--- src/verilog/cx_pkg.sv ---
/*
 Constants, opcodes and carriers of the execution core.
 Assumes an APB master on the register side and one clock.
*/
`default_nettype none
package cx_pkg;
  // APB byte addresses
  localparam logic [7:0] A_INSTR  = 8'h00;
  localparam logic [7:0] A_SRC_A  = 8'h04;
  localparam logic [7:0] A_SRC_B  = 8'h08;
  localparam logic [7:0] A_DATA   = 8'h0c;
  localparam logic [7:0] A_MSTATE = 8'h10;
  localparam logic [7:0] A_PC     = 8'h14;
  localparam logic [7:0] A_RESULT = 8'h18;
  localparam logic [7:0] A_STATUS = 8'h1c;
  localparam logic [7:0] A_ST_ADR = 8'h20;
  localparam logic [7:0] A_ST_DAT = 8'h24;
  // Machine state bit positions
  localparam int F_CARRY = 0;
  localparam int F_BRK   = 1;
  localparam int F_IEN   = 2;
  localparam int F_DCE   = 3;
  localparam int F_ICE   = 4;
  localparam int MS_W    = 5;
  // Instruction fields
  localparam logic [2:0] RS_HI = 3'b001;
  localparam logic [5:0] OP_RET      = 6'h2d;
  localparam logic [5:0] OP_ST_BYTE  = 6'h34;
  localparam logic [5:0] OP_ST_HALF  = 6'h35;
  localparam logic [5:0] OP_ST_WORD  = 6'h36;
  localparam logic [5:0] OP_ST_BYTEI = 6'h3c;
  localparam logic [5:0] OP_ST_HALFI = 6'h3d;
  localparam logic [5:0] OP_ST_WORDI = 6'h3e;
  localparam logic [5:0] OP_XOR      = 6'h22;
  localparam logic [5:0] OP_XOR_I    = 6'h2a;
  localparam logic [5:0] OP_MISC     = 6'h24;
  localparam logic [4:0] SUB_RTS = 5'h10;
  localparam logic [4:0] SUB_RTI = 5'h11;
  localparam logic [4:0] SUB_RTB = 5'h12;
  localparam logic [15:0] FN_SRA  = 16'h0001;
  localparam logic [15:0] FN_SRC  = 16'h0021;
  localparam logic [15:0] FN_SRL  = 16'h0041;
  localparam logic [15:0] FN_SX8  = 16'h0060;
  localparam logic [15:0] FN_SX16 = 16'h0061;
  localparam logic [15:0] FN_WDC  = 16'h0064;
  localparam logic [15:0] FN_WIC  = 16'h0068;
  localparam logic [1:0] SZ_BYTE = 2'h0;
  localparam logic [1:0] SZ_HALF = 2'h1;
  localparam logic [1:0] SZ_WORD = 2'h2;

  typedef enum logic [1:0] {RET_NONE, RET_BRK, RET_INT, RET_SUB} cx_ret_t;

  typedef struct packed {
    logic [31:0] addr;
    logic [31:0] data;
    logic [1:0]  size;
    logic        we;
  } cx_mem_t;

  typedef struct packed {
    logic [31:0] addr;
    logic [31:0] data;
    logic        valid;
    logic        lock;
    logic        dc_we;
    logic        ic_we;
  } cx_cache_t;

  typedef struct packed {
    logic [31:0]     instr;
    logic [31:0]     src_a;
    logic [31:0]     src_b;
    logic [31:0]     data;
    logic [MS_W-1:0] mstate;
    logic [31:0]     pc;
    logic [31:0]     tgt;
    logic [31:0]     result;
    cx_ret_t         ret;
    logic            illegal;
    logic [4:0]      rd_idx;
    logic [31:0]     prdata;
    logic            pready;
    logic            pslverr;
    cx_mem_t         mem;
    cx_cache_t       cache;
  } cx_state_t;

  localparam cx_state_t ST_RST = '0;
endpackage
`default_nettype wire
--- src/verilog/cx_exec_core.sv ---
/*
 Execution core for a subset of a 32-bit instruction set, APB slave.
 Assumes operands are loaded over APB before an instruction word is
 written; the memory and cache write ports accept every pulse.
*/
// What this block does
// - Reverse subtract literal: sext(imm) + ~a + 1
// - Carry-use bit adds carry instead of one
// - Keep-carry bit holds carry, else carry-out
// - Subtract carry means no borrow occurred
// - Opcode, destination, source, literal field layout
// - Returns load pc with a plus sext(imm)
// - Break return clears break flag after slot
// - Interrupt return sets enable after slot
// - Subroutine return runs delay slot first
// - Byte store writes low byte at sum
// - Halfword store clears address bit zero
// - Word store clears two address bits
// - Halfword widen copies bit 15 upward
// - Byte widen copies bit 7 upward
// - Arithmetic shift keeps sign, lsb to carry
// - Carry shift puts old carry in msb
// - Logical shift inserts zero, lsb to carry
// - Data cache write: tag, data, valid, lock
// - Data cache write only when cache off
// - Instruction cache write only when cache off
// - Register xor of a and b
// - Literal xor zero-extends the literal
`default_nettype none
module cx_exec_core
  import cx_pkg::*;
(
  input  wire logic        pclk,    // Clock
  input  wire logic        presetn, // Async reset, low
  input  wire logic        psel,    // APB select
  input  wire logic        penable, // APB enable
  input  wire logic        pwrite,  // APB direction
  input  wire logic [7:0]  paddr,   // APB byte address
  input  wire logic [31:0] pwdata,  // APB write data
  output var  logic [31:0] prdata,  // APB read data
  output var  logic        pready,  // APB ready
  output var  logic        pslverr, // APB error
  output var  cx_mem_t     mem_o,   // Data memory write
  output var  cx_cache_t   cache_o  // Cache write
);
  cx_state_t   r;
  cx_state_t   n;
  logic        setup;
  logic        wr_ok;
  logic        ex;
  logic        is_rs;
  logic [5:0]  op_w;
  logic [15:0] fn_w;
  logic [31:0] simm_w;

  assign setup  = psel && !penable && !r.pready;
  assign wr_ok  = psel && penable && r.pready && pwrite && !r.pslverr;
  assign ex     = wr_ok && paddr == A_INSTR;
  assign op_w   = pwdata[31:26];
  assign fn_w   = pwdata[15:0];
  assign simm_w = {{16{pwdata[15]}}, pwdata[15:0]};
  assign is_rs  = pwdata[31:29] == RS_HI && pwdata[26];
  assign prdata  = r.prdata;
  assign pready  = r.pready;
  assign pslverr = r.pslverr;
  assign mem_o   = r.mem;
  assign cache_o = r.cache;

  always_comb begin
    logic [32:0] sum;
    logic [31:0] adr;
    logic [31:0] rd_v;
    logic        cin;
    logic        hit;
    logic        ro;
    sum  = 33'h0;
    adr  = 32'h0;
    rd_v = 32'h0;
    cin  = 1'b0;
    hit  = 1'b1;
    ro   = 1'b0;
    n    = r;
    n.mem.we      = 1'b0;
    n.cache.dc_we = 1'b0;
    n.cache.ic_we = 1'b0;
    n.pready      = 1'b0;
    n.pslverr     = 1'b0;
    case (paddr)
      A_INSTR:  rd_v = r.instr;
      A_SRC_A:  rd_v = r.src_a;
      A_SRC_B:  rd_v = r.src_b;
      A_DATA:   rd_v = r.data;
      A_MSTATE: rd_v = {27'h0, r.mstate};
      A_PC:     rd_v = r.pc;
      A_RESULT: begin
        rd_v = r.result;
        ro   = 1'b1;
      end
      A_STATUS: begin
        rd_v = {19'h0, r.rd_idx, 4'h0, r.illegal, r.ret,
                r.ret != RET_NONE};
        ro   = 1'b1;
      end
      A_ST_ADR: begin
        rd_v = r.mem.addr;
        ro   = 1'b1;
      end
      A_ST_DAT: begin
        rd_v = r.mem.data;
        ro   = 1'b1;
      end
      default:  hit = 1'b0;
    endcase
    if (setup) begin
      n.pready  = 1'b1;
      n.prdata  = pwrite ? 32'h0 : rd_v;
      n.pslverr = !hit || (pwrite && ro);
    end
    if (wr_ok) begin
      case (paddr)
        A_SRC_A:  n.src_a  = pwdata;
        A_SRC_B:  n.src_b  = pwdata;
        A_DATA:   n.data   = pwdata;
        A_MSTATE: n.mstate = pwdata[MS_W-1:0];
        A_PC:     n.pc     = pwdata;
        default:  ;
      endcase
    end
    if (ex) begin
      n.instr   = pwdata;
      n.rd_idx  = pwdata[25:21];
      n.illegal = 1'b0;
      n.pc      = r.pc + 32'h4;
      // Pending return resolves after its delay slot
      case (r.ret)
        RET_BRK: begin
          n.pc = r.tgt;
          n.mstate[F_BRK] = 1'b0;
        end
        RET_INT: begin
          n.pc = r.tgt;
          n.mstate[F_IEN] = 1'b1;
        end
        RET_SUB: n.pc = r.tgt;
        default: ;
      endcase
      n.ret = RET_NONE;
      cin = pwdata[27] ? r.mstate[F_CARRY] : 1'b1;
      sum = {1'b0, simm_w} + {1'b0, ~r.src_a} + {32'h0, cin};
      adr = r.src_a + (pwdata[29] ? simm_w : r.src_b);
      if (is_rs) begin
        n.result = sum[31:0];
        if (!pwdata[28]) begin
          n.mstate[F_CARRY] = sum[32];
        end
      end else begin
        case (op_w)
          OP_RET: begin
            n.tgt = r.src_a + simm_w;
            case (pwdata[25:21])
              SUB_RTS: n.ret = RET_SUB;
              SUB_RTI: n.ret = RET_INT;
              SUB_RTB: n.ret = RET_BRK;
              default: n.illegal = 1'b1;
            endcase
          end
          OP_ST_BYTE, OP_ST_BYTEI: begin
            n.mem.we   = 1'b1;
            n.mem.addr = adr;
            n.mem.data = {24'h0, r.data[7:0]};
            n.mem.size = SZ_BYTE;
          end
          OP_ST_HALF, OP_ST_HALFI: begin
            n.mem.we   = 1'b1;
            n.mem.addr = {adr[31:1], 1'b0};
            n.mem.data = {16'h0, r.data[15:0]};
            n.mem.size = SZ_HALF;
          end
          OP_ST_WORD, OP_ST_WORDI: begin
            n.mem.we   = 1'b1;
            n.mem.addr = {adr[31:2], 2'b00};
            n.mem.data = r.data;
            n.mem.size = SZ_WORD;
          end
          OP_XOR:   n.result = r.src_a ^ r.src_b;
          OP_XOR_I: n.result = r.src_a ^ {16'h0, fn_w};
          OP_MISC: begin
            case (fn_w)
              FN_SRA: begin
                n.result = {r.src_a[31], r.src_a[31:1]};
                n.mstate[F_CARRY] = r.src_a[0];
              end
              FN_SRC: begin
                n.result = {r.mstate[F_CARRY], r.src_a[31:1]};
                n.mstate[F_CARRY] = r.src_a[0];
              end
              FN_SRL: begin
                n.result = {1'b0, r.src_a[31:1]};
                n.mstate[F_CARRY] = r.src_a[0];
              end
              FN_SX8: begin
                n.result = {{24{r.src_a[7]}}, r.src_a[7:0]};
              end
              FN_SX16: begin
                n.result = {{16{r.src_a[15]}}, r.src_a[15:0]};
              end
              FN_WDC, FN_WIC: begin
                // Direct cache fill, only while that cache is off
                n.cache.addr  = r.src_a;
                n.cache.data  = r.src_b;
                n.cache.valid = r.src_a[1];
                n.cache.lock  = r.src_a[0];
                n.cache.dc_we = fn_w == FN_WDC &&
                                !r.mstate[F_DCE];
                n.cache.ic_we = fn_w == FN_WIC &&
                                !r.mstate[F_ICE];
              end
              default: n.illegal = 1'b1;
            endcase
          end
          default: n.illegal = 1'b1;
        endcase
      end
    end
  end

  always_ff @(posedge pclk or negedge presetn) begin
    if (!presetn) begin
      r <= ST_RST;
    end else begin
      r <= n;
    end
  end
endmodule
`default_nettype wire

--- config.mk ---
export PLATFORM = sky130hd
export DESIGN_NAME = cx_exec_core
export DESIGN_NICKNAME = d
export VERILOG_FILES = /design/src/verilog/cx_pkg.sv /design/src/verilog/cx_exec_core.sv
export SDC_FILE = /design/constraint.sdc
export NUM_CORES = 1
export LEC_CHECK = 0
export BUFFER_PORTS_ARGS = -buffer_cell sky130_fd_sc_hd__buf_2
export CAP_MARGIN = 20
export CORE_MARGIN = 2
export CORE_UTILIZATION = 57
export CTS_BUF_LIST = sky130_fd_sc_hd__clkbuf_8
export CTS_CLUSTER_SIZE = 30
export DETAILED_ROUTE_END_ITERATION = 12
export MAX_ROUTING_LAYER = met4
export PLACE_DENSITY = 0.8
export SETUP_SLACK_MARGIN = 0.1
export SYNTH_ARGS = -nofsm -noshare
export SYNTH_HDL_FRONTEND = slang
export SYNTH_SLANG_ARGS = --single-unit
--- constraint.sdc ---
create_clock -name pclk -period 4.5 [get_ports pclk]
set_input_delay 0.225 -clock pclk [delete_from_list [all_inputs] [get_ports pclk]]
set_output_delay 0.225 -clock pclk [all_outputs]
set_load 0.05 [all_outputs]
==> results of run 1 <==
## worst max-delay path, delay by kind of cell (launching register included)
family,cells,cell delay [ps]
buffers and inverters,1,130
adders and majority gates,2,880
and+or+nand+nor,3,710
AOI/OAI and AO/OA,6,1530
DFF,1,540
## power by group
group          internal, mW  switching [mW]
Clock                  1.95            1.64
Sequential             3.60          0.0118
Combinational         0.177           0.419
Total                  5.72            2.07
## stage by stage
step / power, mW / setup slack (ps) / util [%]
floorplan: 3.96 / 694 / -
global placement: 4.22 / 764 / 59.4
detailed placement: 4.23 / 719 / 59.4
CTS: 7.79 / 676 / 63.4
global route: 8.02 / 451 / 63.6
finish: 7.80 / 586 / 63.6
## layout make-up
type	instances	area share (%)
clock inverter	41	1.11
inverter	102	1.40
multi-input combinational	1922	46.9
clock buffer	85	4.25
sequential	399	36.3
tap	585	2.66
timing repair buffer	322	7.35
antenna	5	0.0455
## sequential cells by signal, indices dropped and copies added, names as in the netlist
register  cells
pslverr       1
cache_o      66
mem_o        67
prdata       32
r           232
pready        1
## cells in the final DEF, fill, tap and decap left out, types with 26 or more instances in the layout
cell type / instances
o22ai_1: 37
nand2_1: 342
a21o_1: 50
nor2_1: 146
xnor2_1: 73
inv_1: 117
o21ai_0: 200
nor3_1: 28
ha_1: 95
nand3_1: 41
buf_2: 212
xor2_1: 44
buf_4: 78
dlygate4sd3_1: 26
a22oi_1: 119
mux2_2: 169
dfrtp_1: 399
clkbuf_8: 85
a21oi_1: 186
## metal layers
metal  wire length (um)  vias to the layer above
li1                   -                     9885
met1              37100                    11100
met2              37800                     1638
met3              13700                      235
met4               2980                        0
met5                  0                        -
## how the worst min path moves through the flow
stage	start	to	slack [ps]	cells after the start
after detailed placement	presetn	cache_o[41]	310	1
final	pwdata[28]	r[175]	40	5
after floorplan	presetn	cache_o[0]	-70	0
after CTS	pwdata[28]	r[175]	10	5
after global placement	presetn	cache_o[41]	300	1
after global routing	pwdata[26]	mem_o[1]	70	2
## timing repair
action,4_1_cts,5_1_grt
setup buffers,0,0
resized for setup,0,0
hold buffers,26,0
endpoints found under the hold margin,133,0
## logic make-up after synthesis
logic type / after synthesis / share of synthesized area [%]
compound gates: 847 / 22.2
simple gates: 682 / 11.9
flops: 399 / 39.7
xor+xnor: 117 / 4.08
buf+inv: 433 / 9.18
mux: 177 / 7.90
fa+ha+maj: 99 / 5.05
==> impl_metrics.tcl, run 1 <==
set metrics [dict create \
    startpoint "r[342]" \
    synth_commonest_cells "dfrtp_1 (399), nand2_1 (342), o21ai_0 (201), a21oi_1 (186), mux2_2 (169)" \
    drt-total-wl_um 91600 \
    reg2reg_depth 12 \
    grt_usage_pct 40.5 \
    slew_headroom_pct 29.6 \
    holdWs_ps 39.8 \
    syn_area_mm2 0.0251 \
    netlist_instances 2754 \
    grt_pass1_vias 21800 \
    dpl-instance-area_mm2 0.0257 \
    p_per_area_mw_per_mm2 283 \
    leakage_nw 13.1 \
    num_rows 76 \
    num_vias 22900 \
    dp.cells 3302 \
    cts_sinks 399 \
    clockRootBuffer "clkbuf_8" \
    status "finished clean" \
    rsz0062_at_grt "no" \
    setup_viol 0 \
    critPathArrivalTime_ps 4470 \
    drive_gt1_share_pct 21.5 \
    met1_usage_pct 56.6 \
    antenna_found_initial 4 \
    wl_per_cell_um 26.5 \
    synth_fp_nets 2898 \
    drv_cap 0 \
    dieWidth_um 214 \
    area_delta_synth_final_pct 9.41 \
    max_clock_freq_mhz 255 \
    drt_iter0_drc 3228 \
    cp_cell_sequence "inv_1 -> fa_1 -> fa_1 -> a21o_1 -> a21oi_1 -> nor3_1 -> or3_1 -> a21oi_1 -> nor2_1 -> a311o_1 -> a41o_1 -> o21ai_1" \
    fin_skew_ps 39.1 \
    rr_startpoint "r[342]" \
    multi_input_area_mm2 0.0129 \
    place_congestion 1.01 \
    synthTopCellsByArea "dfrtp_1 (40%), mux2_2 (7.6%), nand2_1 (5.1%)" \
    yosysUniqueCellTypes 86 \
    clkTransAtPathRegs_ps 70 \
    criticalPathCategory "reg -> reg" \
    die_area_mm2 0.0458 \
    seqCellArea_mm2 0.00998 \
    hp-class "in -> reg" \
    hold_viol 0 \
    fin_crit_ps 3910 \
    synth_area_leader_cell "dfrtp_1" \
    grt_util_met2_pct 54.4 \
    cts_buffers 70 \
    grt_start_max_net_pins 101 \
    rrSetupSlack_ps 590 \
    fin_nets 2961 \
    synth_edf_count 0 \
    gr-usage-met3_pct 14.1 \
    endpoint "r[207]" \
    synth_top_cell_area_share_pct 39.7 \
    vias_per_cell 6.61 \
    yosysWarnings 0 \
    antenna_left 0 \
    yosysSeqAreaShare_pct 39.7 \
    grt_pass1_wl_um 137000 \
    peakVddDrop_v 0.000235 \
    synth_ff_type "dfrtp_1" \
    cts_buffer_depth 3 \
    drv_slew 0 \
    min_period_over_period_pct 87.0 \
    fin_tns_setup_ps 0 \
    grt_overflow 0 \
    startpoint_type "flop" \
    design_area_mm2 0.0275 \
    final_cell_count_no_fill 3461 \
    grt_most_used_layer "met1" \
    cpPeakStageDelay_ps 540 \
    die_y_um 214 \
    core_area_mm2 0.0433 \
    worstPathRequired_ps 5060 \
    path_max_fanout 9 \
    fillers 3565 \
    cp_slowest_cell "dfrtp_1" \
    dp_hpwl_um 65600 \
    ios 214 \
    r2r_end "r[207]" \
    postSynthAreaPerCell_um2 9.13 \
    first_pass_iters 8 \
    start_util_pct 58.1 \
    synth-async-reset-ratio_pct 100 \
    clock_latency_ps 670 \
    setup.worst_path.end_class "flop" \
    worst_pin_slew_ps 1050 \
    drc 0 \
    ys_seq_elements 399 \
    cts_tree "done" \
    io_buffers 213 \
    cts_max_level 3 \
    yosysMostFrequentCell "dfrtp_1" \
]
Power figures use the tool's default switching activity.
==> inputs of run 2 (changes only) <==
--- a/config.mk
+++ b/config.mk
@@ -9,7 +9,7 @@
 export CAP_MARGIN = 20
 export CORE_MARGIN = 2
 export CORE_UTILIZATION = 57
-export CTS_BUF_LIST = sky130_fd_sc_hd__clkbuf_8
+export CTS_BUF_LIST = sky130_fd_sc_hd__clkbuf_16
 export CTS_CLUSTER_SIZE = 30
 export DETAILED_ROUTE_END_ITERATION = 12
 export MAX_ROUTING_LAYER = met4
==> run 2 against run 1 <==
  * Utilization shrank 0.33 points
  * Die area is the same
  * Sequential share of layout area grew 0.19 points
  * Worst setup slack lost 11 ps
  * Routed wire length is essentially flat
  * Flip-flop and latch count is the same
  * Clock skew shrank 18 ps
  * Non-clock buffer count shrank 9
==> impl_metrics.tcl, run 2 (same netlist as run 1, synthesis figures left out) <==
set metrics [dict create \
    multi_input_area_mm2 0.0129 \
    cp.buffers_inverters 1 \
    cp_cell_sequence "inv_1 -> fa_1 -> fa_1 -> a21o_1 -> a21oi_1 -> nor3_1 -> or3_1 -> a21oi_1 -> nor2_1 -> a311o_1 -> a41o_1 -> o21ai_1" \
    final_cell_count_no_fill 3404 \
    path_max_fanout 9 \
    num_vias 22800 \
    hp-class "in -> reg" \
    final_util_pct 63.2 \
    grt_start_max_net_pins 101 \
    holdWs_ps 19.1 \
    cts_resized 0 \
    rrSetupSlack_ps 570 \
    clockRootBuffer "clkbuf_16" \
    drv_slew 0 \
    antenna_left 0 \
    cts_sinks 399 \
    max_clock_freq_mhz 255 \
    dieWidth_um 214 \
    dpl-instance-area_mm2 0.0257 \
    drive_gt1_share_pct 20.4 \
    hold_viol 0 \
    num_rows 76 \
    io_buffers 213 \
    clock_latency_ps 600 \
    seqCellArea_mm2 0.00998 \
    cts_buffers 45 \
    first_pass_iters 6 \
    setup_viol 0 \
    wl_per_cell_um 26.9 \
    leakage_nw 13.0 \
    place_congestion 1.01 \
    r2r_end "r[207]" \
    grt_pass1_wl_um 137000 \
    drt-total-wl_um 91600 \
    status "finished clean" \
    grt_pass1_vias 21500 \
    dp.cells 3302 \
    p_per_area_mw_per_mm2 288 \
    cp_num_cells 12 \
    criticalPathCategory "reg -> reg" \
    fillers 3575 \
    drt_iter0_drc 3368 \
    rsz0062_at_grt "no" \
    dp_hpwl_um 65600 \
    worst_slack_ps 575 \
    ios 214 \
    start_util_pct 58.1 \
    startpoint "r[342]" \
    drc 0 \
    clkTransAtPathRegs_ps 60 \
    slew_headroom_pct 31.1 \
    final_common_cell "dfrtp_1" \
    rr_startpoint "r[342]" \
    p_total_mw 7.88 \
    min_period_over_period_pct 87.2 \
    area_delta_synth_final_pct 8.84 \
    cts_buffer_depth 3 \
    core_area_mm2 0.0433 \
    fin_nets 2927 \
    cts_tree "done" \
    worstPathRequired_ps 5020 \
    max_flop_register "r" \
    setup.worst_path.end_class "flop" \
    fin_tns_setup_ps 0 \
    critPathArrivalTime_ps 4440 \
    grt_usage_pct 40.4 \
    design_area_mm2 0.0274 \
    hold_start "pwdata[24]" \
    reg2reg_depth 12 \
    endpoint "r[207]" \
    startpoint_type "flop" \
    peakVddDrop_v 0.000226 \
    antenna_found_initial 6 \
    dp_slack_ps 719 \
    fin_crit_ps 3930 \
    drv_cap 0 \
    cpPeakStageDelay_ps 530 \
    cts_max_level 2 \
    die_y_um 214 \
    cp_slowest_cell "dfrtp_1" \
    largest_register_ffs 232 \
    grt_overflow 0 \
    critPathTopFamily "compound AO/OA/AOI/OAI gates" \
    vias_per_cell 6.69 \
    die_area_mm2 0.0458 \
    fin_skew_ps 21.3 \
    worst_pin_slew_ps 1030 \
    layout_common_cells "dfrtp_1 (399), nand2_1 (342), buf_2 (212)" \
]
-- run 2: changes by cell type in the layout (fill, tap and decap cells not counted), sizes merged --
cell / change
inv: -7
clkinvlp: -3
dlygate4sd3: -9
diode: +1
clkbuf: -40
clkinv: +1
-- run 2: final cells by class --
type	count	share of cell area (%)
multi-input cells	1922	47.1
flip-flops and latches	399	36.5
repair buffers	313	7.06
clock buffers	45	4.12
well taps	585	2.68
inverters	102	1.40
clock inverters	32	1.08
diodes	6	0.0549
-- run 2: report_power, final --
group          total (mW)  switching, mW  leakage, nW  internal, mW
registers            3.61         0.0118         5.56          3.60
clock network        3.68           1.62        0.696          2.06
logic               0.591          0.418         6.71         0.172
-- run 2: tightest hold or removal path: cells and delay by family --
kind,cells,cell delay (ps)
buffers and inverters,1,200
AND/OR/NAND/NOR,2,130
-- run 2: timing repair --
action | in CTS | in global routing
setup endpoints to repair | 0 | 0
hold buffers | 17 | 0
hold endpoints to repair | 109 | 0
buffers inserted | 0 | 0
-- run 2: worst min path at each step --
stage | endpoint | cells past startpoint
floorplan | cache_o[0] | 0
global placement | cache_o[41] | 1
detailed placement | cache_o[41] | 1
CTS | r[382] | 3
global route | r[396] | 3
finish | r[398] | 3
-- run 2: metal layers --
metal  track usage (%)  vias to the layer above  part of all wire, %
met1              57.0                    11100                   41
met3              13.8                      236                   15
met4              13.4                        0                  3.7
li1                  -                     9801                    -
met2              54.1                     1655                   41
met5                 -                        -                    0
